[config.mk]
export PLATFORM = sky130hd
export DESIGN_NAME = asr_ctl
export DESIGN_NICKNAME = d
export VERILOG_FILES = /design/src/asr_pkg.sv /design/src/asr_tmr_if.sv /design/src/asr_timer.sv /design/src/asr_ctl.sv
export SDC_FILE = /design/constraint.sdc
export NUM_CORES = 1
export LEC_CHECK = 0
export BUFFER_PORTS_ARGS = -buffer_cell sky130_fd_sc_hd__buf_2
export CELL_PAD_IN_SITES_DETAIL_PLACEMENT = 0
export CELL_PAD_IN_SITES_GLOBAL_PLACEMENT = 2
export CORE_UTILIZATION = 33
export DETAILED_ROUTE_END_ITERATION = 7
export PLACE_DENSITY = 0.75
export SYNTH_ARGS = -nofsm -noshare
export SYNTH_HDL_FRONTEND = slang
export SYNTH_SLANG_ARGS = --single-unit
[constraint.sdc]
create_clock -name clk_sys -period 2.4 [get_ports clk_sys]
set_input_delay 0.24 -clock clk_sys [delete_from_list [all_inputs] [get_ports clk_sys]]
set_output_delay 0.24 -clock clk_sys [all_outputs]
set_load 0.02 [all_outputs]
[src/asr_pkg.sv]
package asr_pkg;
    // Host clock
    localparam int CLK_PERIOD_NS = 100;

    // Device timing, fastest grade
    localparam int T_AA_NS = 10;
    localparam int T_WC_NS = 10;
    localparam int T_WP_NS = 8;
    localparam int T_DW_NS = 6;
    localparam int T_WHZ_NS = 6;
    localparam int T_OHZ_NS = 5;

    // Device geometry
    localparam int MEM_ADDR_W = 19;
    localparam int MEM_DATA_W = 8;

    // Synchroniser depth on the returning data pins
    localparam int SYNC_STAGES = 2;

    // Cycle counts: least times round up, never below one cycle
    localparam int ACC_CYC_RAW = (T_AA_NS + CLK_PERIOD_NS - 1) / CLK_PERIOD_NS;
    localparam int ACC_CYC = (ACC_CYC_RAW < 1) ? 1 : ACC_CYC_RAW;
    localparam int RD_WAIT_CYC = ACC_CYC + SYNC_STAGES;
    localparam int WP_NS_NEED = (T_WP_NS > T_WHZ_NS + T_DW_NS) ? T_WP_NS : T_WHZ_NS + T_DW_NS;
    localparam int WP_CYC_RAW = (WP_NS_NEED + CLK_PERIOD_NS - 1) / CLK_PERIOD_NS;
    localparam int WR_PULSE_CYC = (WP_CYC_RAW < 1) ? 1 : WP_CYC_RAW;
    localparam int OHZ_CYC_RAW = (T_OHZ_NS + CLK_PERIOD_NS - 1) / CLK_PERIOD_NS;
    localparam int TURN_CYC = (OHZ_CYC_RAW < 1) ? 1 : OHZ_CYC_RAW;
    localparam int WC_CYC_RAW = (T_WC_NS + CLK_PERIOD_NS - 1) / CLK_PERIOD_NS;
    localparam int WC_CYC = (WC_CYC_RAW < 1) ? 1 : WC_CYC_RAW;

    // Phase timer width
    localparam int TMR_W = 4;
    localparam logic [TMR_W-1:0] TMR_RESET = 4'h0;

    typedef enum {
        ASR_IDLE,
        ASR_RD_ACC,
        ASR_RD_OFF,
        ASR_WR_SETUP,
        ASR_WR_PULSE,
        ASR_WR_HOLD
    } asr_state_e;
endpackage

[src/asr_tmr_if.sv]
`timescale 1ns/1ps
interface asr_tmr_if;
    import asr_pkg::*;
    logic load;
    logic [TMR_W-1:0] value;
    logic done;
    modport ctl (output load, output value, input done);
    modport tmr (input load, input value, output done);
endinterface

[src/asr_timer.sv]
`timescale 1ns/1ps
module asr_timer
    import asr_pkg::*;
(
    // Clock and reset
    input wire logic clk_sys,
    input wire logic reset_n,
    // Control
    asr_tmr_if.tmr tmr
);
    logic [TMR_W-1:0] cnt_reg;
    logic [TMR_W-1:0] cnt_next;

    always_comb begin
        cnt_next = cnt_reg;
        if (tmr.load) begin
            cnt_next = tmr.value;
        end else if (cnt_reg != TMR_RESET) begin
            cnt_next = cnt_reg - 4'h1;
        end
    end

    always_ff @(posedge clk_sys or negedge reset_n) begin
        if (!reset_n) begin
            cnt_reg <= TMR_RESET;
        end else begin
            cnt_reg <= cnt_next;
        end
    end

    // Reloading in the done cycle must not feed back into done
    assign tmr.done = (cnt_reg == TMR_RESET);
endmodule

[src/asr_ctl.sv]
`timescale 1ns/1ps
// Summary of operation
// - A store happens only while select and write enable are both low and ends when either rises.
// - A read keeps write enable high with select and output enable low so the memory drives data.
// - A write ended by write enable with output enable low needs a pulse of turn-off plus setup.
// - With output enable high through the write only the plain write pulse width applies.
// - Select stays low for the whole select-to-end-of-write interval of every write.
// - For a read the address is presented before or together with the fall of select.
// - The host drives no write data while the memory may still drive the bus.
module asr_ctl
    import asr_pkg::*;
#(
    parameter int ADDR_W = MEM_ADDR_W,
    parameter int DATA_W = MEM_DATA_W
) (
    // Clock and reset
    input wire logic clk_sys,
    input wire logic reset_n,
    // User request
    input wire logic req_valid,
    output logic req_ready,
    input wire logic req_write,
    input wire logic [ADDR_W-1:0] req_addr,
    input wire logic [DATA_W-1:0] req_wdata,
    // User response
    output logic rsp_valid,
    output logic [DATA_W-1:0] rsp_rdata,
    // Memory pins
    output logic [ADDR_W-1:0] word_address,
    output logic mem_cs_n,
    output logic mem_we_n,
    output logic mem_oe_n,
    output logic [DATA_W-1:0] data_bus_o,
    input wire logic [DATA_W-1:0] data_bus_i,
    output logic data_bus_oe_n
);
    if (ADDR_W != MEM_ADDR_W || DATA_W != MEM_DATA_W) begin : g_chk_geom
        $error("asr_ctl: address and data widths must match the memory");
    end
    if (RD_WAIT_CYC > 15 || WR_PULSE_CYC > 15 || TURN_CYC > 15) begin : g_chk_tmr
        $error("asr_ctl: phase timer too narrow");
    end

    asr_tmr_if tmr_if ();

    asr_timer u_timer (
        .clk_sys (clk_sys),
        .reset_n (reset_n),
        .tmr     (tmr_if.tmr)
    );

    asr_state_e state_reg, state_next;
    logic [ADDR_W-1:0] addr_reg, addr_next;
    logic [DATA_W-1:0] wdata_reg, wdata_next;
    logic [DATA_W-1:0] rdata_reg, rdata_next;
    logic cs_n_reg, cs_n_next;
    logic we_n_reg, we_n_next;
    logic oe_n_reg, oe_n_next;
    logic doe_n_reg, doe_n_next;
    logic rsp_reg, rsp_next;
    logic [DATA_W-1:0] sync1_reg, sync2_reg;

    // Returning data crosses in from the pins
    always_ff @(posedge clk_sys or negedge reset_n) begin
        if (!reset_n) begin
            sync1_reg <= '0;
            sync2_reg <= '0;
        end else begin
            sync1_reg <= data_bus_i;
            sync2_reg <= sync1_reg;
        end
    end

    always_comb begin
        state_next = state_reg;
        addr_next = addr_reg;
        wdata_next = wdata_reg;
        rdata_next = rdata_reg;
        cs_n_next = cs_n_reg;
        we_n_next = we_n_reg;
        oe_n_next = oe_n_reg;
        doe_n_next = doe_n_reg;
        rsp_next = 1'b0;
        tmr_if.load = 1'b0;
        tmr_if.value = TMR_RESET;
        case (state_reg)
            ASR_IDLE: begin
                // Deselected between accesses; no refresh needed
                cs_n_next = 1'b1;
                we_n_next = 1'b1;
                oe_n_next = 1'b1;
                doe_n_next = 1'b1;
                if (req_valid) begin
                    addr_next = req_addr;
                    wdata_next = req_wdata;
                    cs_n_next = 1'b0;
                    if (req_write) begin
                        state_next = ASR_WR_SETUP;
                    end else begin
                        // Address and output enable together: access time dominates
                        oe_n_next = 1'b0;
                        tmr_if.load = 1'b1;
                        tmr_if.value = TMR_W'(RD_WAIT_CYC - 1);
                        state_next = ASR_RD_ACC;
                    end
                end
            end
            ASR_RD_ACC: begin
                if (tmr_if.done) begin
                    rdata_next = sync2_reg;
                    rsp_next = 1'b1;
                    cs_n_next = 1'b1;
                    oe_n_next = 1'b1;
                    tmr_if.load = 1'b1;
                    tmr_if.value = TMR_W'(TURN_CYC - 1);
                    state_next = ASR_RD_OFF;
                end
            end
            ASR_RD_OFF: begin
                // Bus turnaround before anyone may drive it again
                if (tmr_if.done) begin
                    state_next = ASR_IDLE;
                end
            end
            ASR_WR_SETUP: begin
                // Output enable held high, so memory outputs stay off
                we_n_next = 1'b0;
                doe_n_next = 1'b0;
                tmr_if.load = 1'b1;
                tmr_if.value = TMR_W'(WR_PULSE_CYC - 1);
                state_next = ASR_WR_PULSE;
            end
            ASR_WR_PULSE: begin
                if (tmr_if.done) begin
                    we_n_next = 1'b1;
                    state_next = ASR_WR_HOLD;
                end
            end
            ASR_WR_HOLD: begin
                // Select and data held one cycle past the write edge
                cs_n_next = 1'b1;
                doe_n_next = 1'b1;
                state_next = ASR_IDLE;
            end
            default: begin
                state_next = ASR_IDLE;
            end
        endcase
    end

    always_ff @(posedge clk_sys or negedge reset_n) begin
        if (!reset_n) begin
            state_reg <= ASR_IDLE;
            addr_reg <= '0;
            wdata_reg <= '0;
            rdata_reg <= '0;
            cs_n_reg <= 1'b1;
            we_n_reg <= 1'b1;
            oe_n_reg <= 1'b1;
            doe_n_reg <= 1'b1;
            rsp_reg <= 1'b0;
        end else begin
            state_reg <= state_next;
            addr_reg <= addr_next;
            wdata_reg <= wdata_next;
            rdata_reg <= rdata_next;
            cs_n_reg <= cs_n_next;
            we_n_reg <= we_n_next;
            oe_n_reg <= oe_n_next;
            doe_n_reg <= doe_n_next;
            rsp_reg <= rsp_next;
        end
    end

    assign req_ready = (state_reg == ASR_IDLE);
    assign rsp_valid = rsp_reg;
    assign rsp_rdata = rdata_reg;
    assign word_address = addr_reg;
    assign mem_cs_n = cs_n_reg;
    assign mem_we_n = we_n_reg;
    assign mem_oe_n = oe_n_reg;
    assign data_bus_o = wdata_reg;
    assign data_bus_oe_n = doe_n_reg;

    // Helper: length of the current write pulse
    logic [TMR_W-1:0] we_low_reg, we_low_next;
    always_comb begin
        we_low_next = TMR_RESET;
        if (!mem_we_n) begin
            we_low_next = we_low_reg + 4'h1;
        end
    end
    always_ff @(posedge clk_sys or negedge reset_n) begin
        if (!reset_n) begin
            we_low_reg <= TMR_RESET;
        end else begin
            we_low_reg <= we_low_next;
        end
    end
endmodule

# After elaboration in Yosys (flattened, before gate mapping)
# Cells that the tools add are included.
# totals
reg_bits	92
output_inout_bits	41
word_cells	62
# classes
add_sub_neg	1
eq_ne	9
muxes	24
reduce_logical	16
# op_table
cell	count
32-bit one-hot mux with 5 select lines	1
32-bit two-way mux	4
32-bit by 2-bit equality test with 1-bit output, second input constant	2
32-bit by 3-bit equality test with 1-bit output, second input constant	2
32-bit logical NOT	2
32-bit by 1-bit equality test with 1-bit output, second input constant	1
2-bit AND reduction	5
1-bit one-hot mux with 3 select lines	3
1-bit two-way mux	8
2-bit two-way mux	4
4-bit two-way mux	2
2-bit inequality test, second input constant	4
2-bit nonzero test	3
3-bit nonzero test	2
4-bit logical NOT	1
1-bit one-hot mux with 2 select lines	2
4-bit AND reduction	1
4-bit nonzero test	1
4-bit by 1-bit subtractor with 4-bit output, second input constant	1
2-bit OR reduction	1

# Logic depth before layout (Yosys ltp)
# depth
depth_word	4
depth_mapped	6
mapped_depth_nobuf	5

# Cells and area by module
# From an unflattened synthesis, not the netlist that was laid out.
# unflattened
hier_cells	155
hier_area_um2	2359.8
# by_module_without_submodules
mod	n_inst	cells_each	area_each_um2	seq_area_each_um2
asr_ctl	1	133	2125.8	1481.4
asr_timer	1	22	234.0	100.1

# Worst setup path before layout
# OpenSTA, ideal clock, no wires.
# synth_timing
path_type	register -> register
start	reg u_timer.cnt_reg[0]
end	reg rdata_reg[0], in the netlist rsp_rdata[0]
setup_ps	125
arrival_time_ps	1819
t_required_ps	2275
slack_ps	456
stages_incl_launch_ff	7
path_cell_list	dfrtp_1 > inv_1 > ha_1 > or3b_4 > or3_1 > buf_6 > mux2_4
# synth_via
elab_chain_cells	2
# synth_rtl
element	line_no	source
start: declaration	asr_timer.sv:11	logic [TMR_W-1:0] cnt_reg;
start signal: assignment	asr_timer.sv:27	cnt_reg <= cnt_next;
4-bit logical NOT	asr_timer.sv:32	assign tmr.done = (cnt_reg == TMR_RESET);
2-bit AND reduction (no line)	--	
end signal: assignment	asr_ctl.sv:166	rdata_reg <= rdata_next;
end: declaration	asr_ctl.sv:55	logic [DATA_W-1:0] rdata_reg, rdata_next;
# Every way passes these cells.
# A chain may end at the register's enable or synchronous reset.

# Worst setup path in the final report
# layout_timing
start	reg u_timer.cnt_reg[0]
end	reg rdata_reg[5], in the netlist rsp_rdata[5]
# The elaborated chain is that of the path after synthesis.

==> impl_metrics.env <==
export IMPL_drt_first_pass_iters=4
export IMPL_synth_edff_count=0
export IMPL_cts_tree="done"
export IMPL_grt_pass1_wl_mm=7.603
export IMPL_rrSetupSlack_ns=0.18
export IMPL_async_reset_ff_frac=1.000
export IMPL_relSlewSlack=0.5207
export IMPL_reg2regPathDepth=5
export IMPL_die_area_um2=7454
export IMPL_ir_drop_v=0.0006638
export IMPL_clk_path_buf_depth=2
export IMPL_crit_path_start_kind="register"
export IMPL_status="finished clean"
export IMPL_power_share_sequential=0.371
export IMPL_max_freq_mhz=450.3
export IMPL_share_comb_of_total_power=0.387
export IMPL_clockPowerShare=0.242
export IMPL_wire_per_inst_um=12.89
export IMPL_grt_overflow=0
export IMPL_grt_max_degree=34
export IMPL_ys_types=31
export IMPL_wirelength_mm=4.498
export IMPL_internal_power_mw=3.068
export IMPL_maxCapViolations=0
export IMPL_powerDensity_nw_per_um2=1476
export IMPL_fp_dieW_um=86.34
export IMPL_stdcell_count=349
export IMPL_worstSetupPathType="register to register"
export IMPL_end_kind="register"
export IMPL_dpl_cell_area_um2=2879
export IMPL_start_util=0.3436
export IMPL_clock_sinks=63
export IMPL_num_antenna_cells=0
export IMPL_hold_viol_final=0
export IMPL_layout_commonest_cell="buf_2"
export IMPL_final_cell_mix="buf_2 (79), dfrtp_1 (59), mux2_2 (28), clkbuf_8 (9), dlygate4sd3_1 (9)"
export IMPL_grt_pass1_vias=1550
export IMPL_fin_nets=288
export IMPL_cts_reportedPaths_clkPinSlew_ns=0.08
export IMPL_rsz0062_at_grt="no"
export IMPL_setup_viol=0
export IMPL_timing_setup_tns_ns=0
export IMPL_vias=1540
export IMPL_die_y_um=86.34
export IMPL_syn_nets=193
export IMPL_drc=0
export IMPL_required_ns=2.62
export IMPL_finish_instance_area_um2=3218
export IMPL_crit_arrival_ns=2.44
export IMPL_vias_per_cell=4.413
export IMPL_place_port_buffers=79
export IMPL_syn_inst=153
export IMPL_synth_seq_cells=63
export IMPL_syn_to_final_growth_pct=37.10
export IMPL_p_leak_nw=1.553
export IMPL_cts_setup_buffers=0
export IMPL_tightest_slew_ns=0.7190
export IMPL_ant_nets=0
export IMPL_ioPinCount=80
export IMPL_antenna_found_initial=0
export IMPL_ys_warn_count=0
export IMPL_placed_cells=324
export IMPL_skew_ns=0.008265
export IMPL_grtUsageTotal=0.1369
export IMPL_place_gp_congestion=0.7137
export IMPL_synth_area_um2=2347
export IMPL_fin_crit_ns=2.221
export IMPL_switchingPower_mw=1.680
export IMPL_post_route_period_util=0.9254
export IMPL_htreeDepth=3
export IMPL_cts_root_buf="clkbuf_8"
export IMPL_drtIter0Drc=55
export IMPL_sw_frac_of_total=0.3539
export IMPL_synth_flop_cell="dfrtp_1"
export IMPL_min_path_cells=2
export IMPL_hold_path_class="primary input to register"
export IMPL_cts_buffers=9
export IMPL_fp_coreArea_um2=6832
export IMPL_crit_fanout=10
export IMPL_largest_register_ffs=19
export IMPL_syn_area_per_cell_um2=15.34
export IMPL_synth_seq_area_share=0.6738
export IMPL_rows=30
export IMPL_clock_latency_ns=0.33
export IMPL_dp_hpwl_mm=2.993
export IMPL_drive_above_1_share=0.5534
export IMPL_maxSlewViolCount=0
export IMPL_post_cts_resized=0
cell type report:
class | instances | area [um2]
inverters | 4 | 15.01
flip-flops and latches | 63 | 1582
clock buffers | 9 | 123.9
fillers | 668 | 3613
repair buffers | 91 | 533.0
well taps | 96 | 120.1
multi-input cells | 79 | 719.4
clock inverters | 7 | 125.1
what timing repair did:
item / 4_1_cts / 5_1_grt
hold buffers: 9 / 0
setup endpoints to repair: 0 / 0
hold endpoints to repair: 38 / 0
cells in the mapped netlist, drive strengths merged (2+ instances only):
library cell | number | share of area
nor3 | 4 | 0.0085
or3 | 2 | 0.0053
buf | 4 | 0.011
a21oi | 7 | 0.015
mux2 | 36 | 0.19
nand2 | 3 | 0.0048
a211oi | 2 | 0.0064
nor2 | 3 | 0.0048
nand2b | 3 | 0.0080
dfrtp | 59 | 0.63
dfstp | 4 | 0.045
inv | 4 | 0.0064
clkbuf | 3 | 0.0048
nor3b | 3 | 0.0096
nor2b | 2 | 0.0053
per-stage QoR:
stage                     power, mW  setup slack, ns  hold WS, ns  utilization
after floorplan               3.031           0.4563     -0.05559            -
after global routing          5.056          0.07395       0.1083       0.4711
final                         4.749           0.1791       0.1339       0.4711
after global placement        3.611           0.2431       0.3329       0.4214
after detailed placement      3.623           0.1914       0.3347       0.4214
after CTS                     4.810           0.1767       0.1173       0.4711
power groups by stage:
stage	registers, mW	logic [mW]	clock network (mW)
final	1.76	1.84	1.15
after global routing	1.83	1.99	1.24
after CTS	1.77	1.86	1.18
after detailed placement	1.77	1.85	0
after global placement	1.77	1.84	0
after floorplan	2.14	0.896	0
worst paths after layout:
kind                                         start                to
worst max-delay path            u_timer.cnt_reg[0]      rsp_rdata[5]
worst min-delay path                  req_addr[14]  word_address[14]
worst max register to register  u_timer.cnt_reg[0]      rsp_rdata[5]
worst min register to register        sync1_reg[1]      sync2_reg[1]
max in group asynchronous                  reset_n          mem_cs_n
min in group asynchronous                  reset_n      sync1_reg[3]
critical path, cell delays in order (launching register included):
cell and delay, ns:
dfrtp_1 0.41, inv_1 0.07, ha_1 0.21, or3b_4 0.42, or3_1 0.60, mux2_4 0.39
metal layers:
metal  vias up  routed length [um]  GRT usage
li1        730                   -          -
met4         0                  53    0.05455
met2        58                1978     0.1890
met3        10                 396    0.06286
met1       742                2070     0.1864
met5         -                   0          0
cell families (layout without fill, tap and decap cells):
family                     count (synthesis)  count (layout)  share of synthesized area
AOI/OAI and AO/OA                         15              15                    0.04211
adders and majority gates                  1               1                   0.005330
buffers and inverters                     11             111                    0.02238
DFF                                       63              63                     0.6738
muxes                                     37              37                     0.1898
and+or+nand+nor                           26              26                    0.06663
Power figures use the tool's default switching activity.
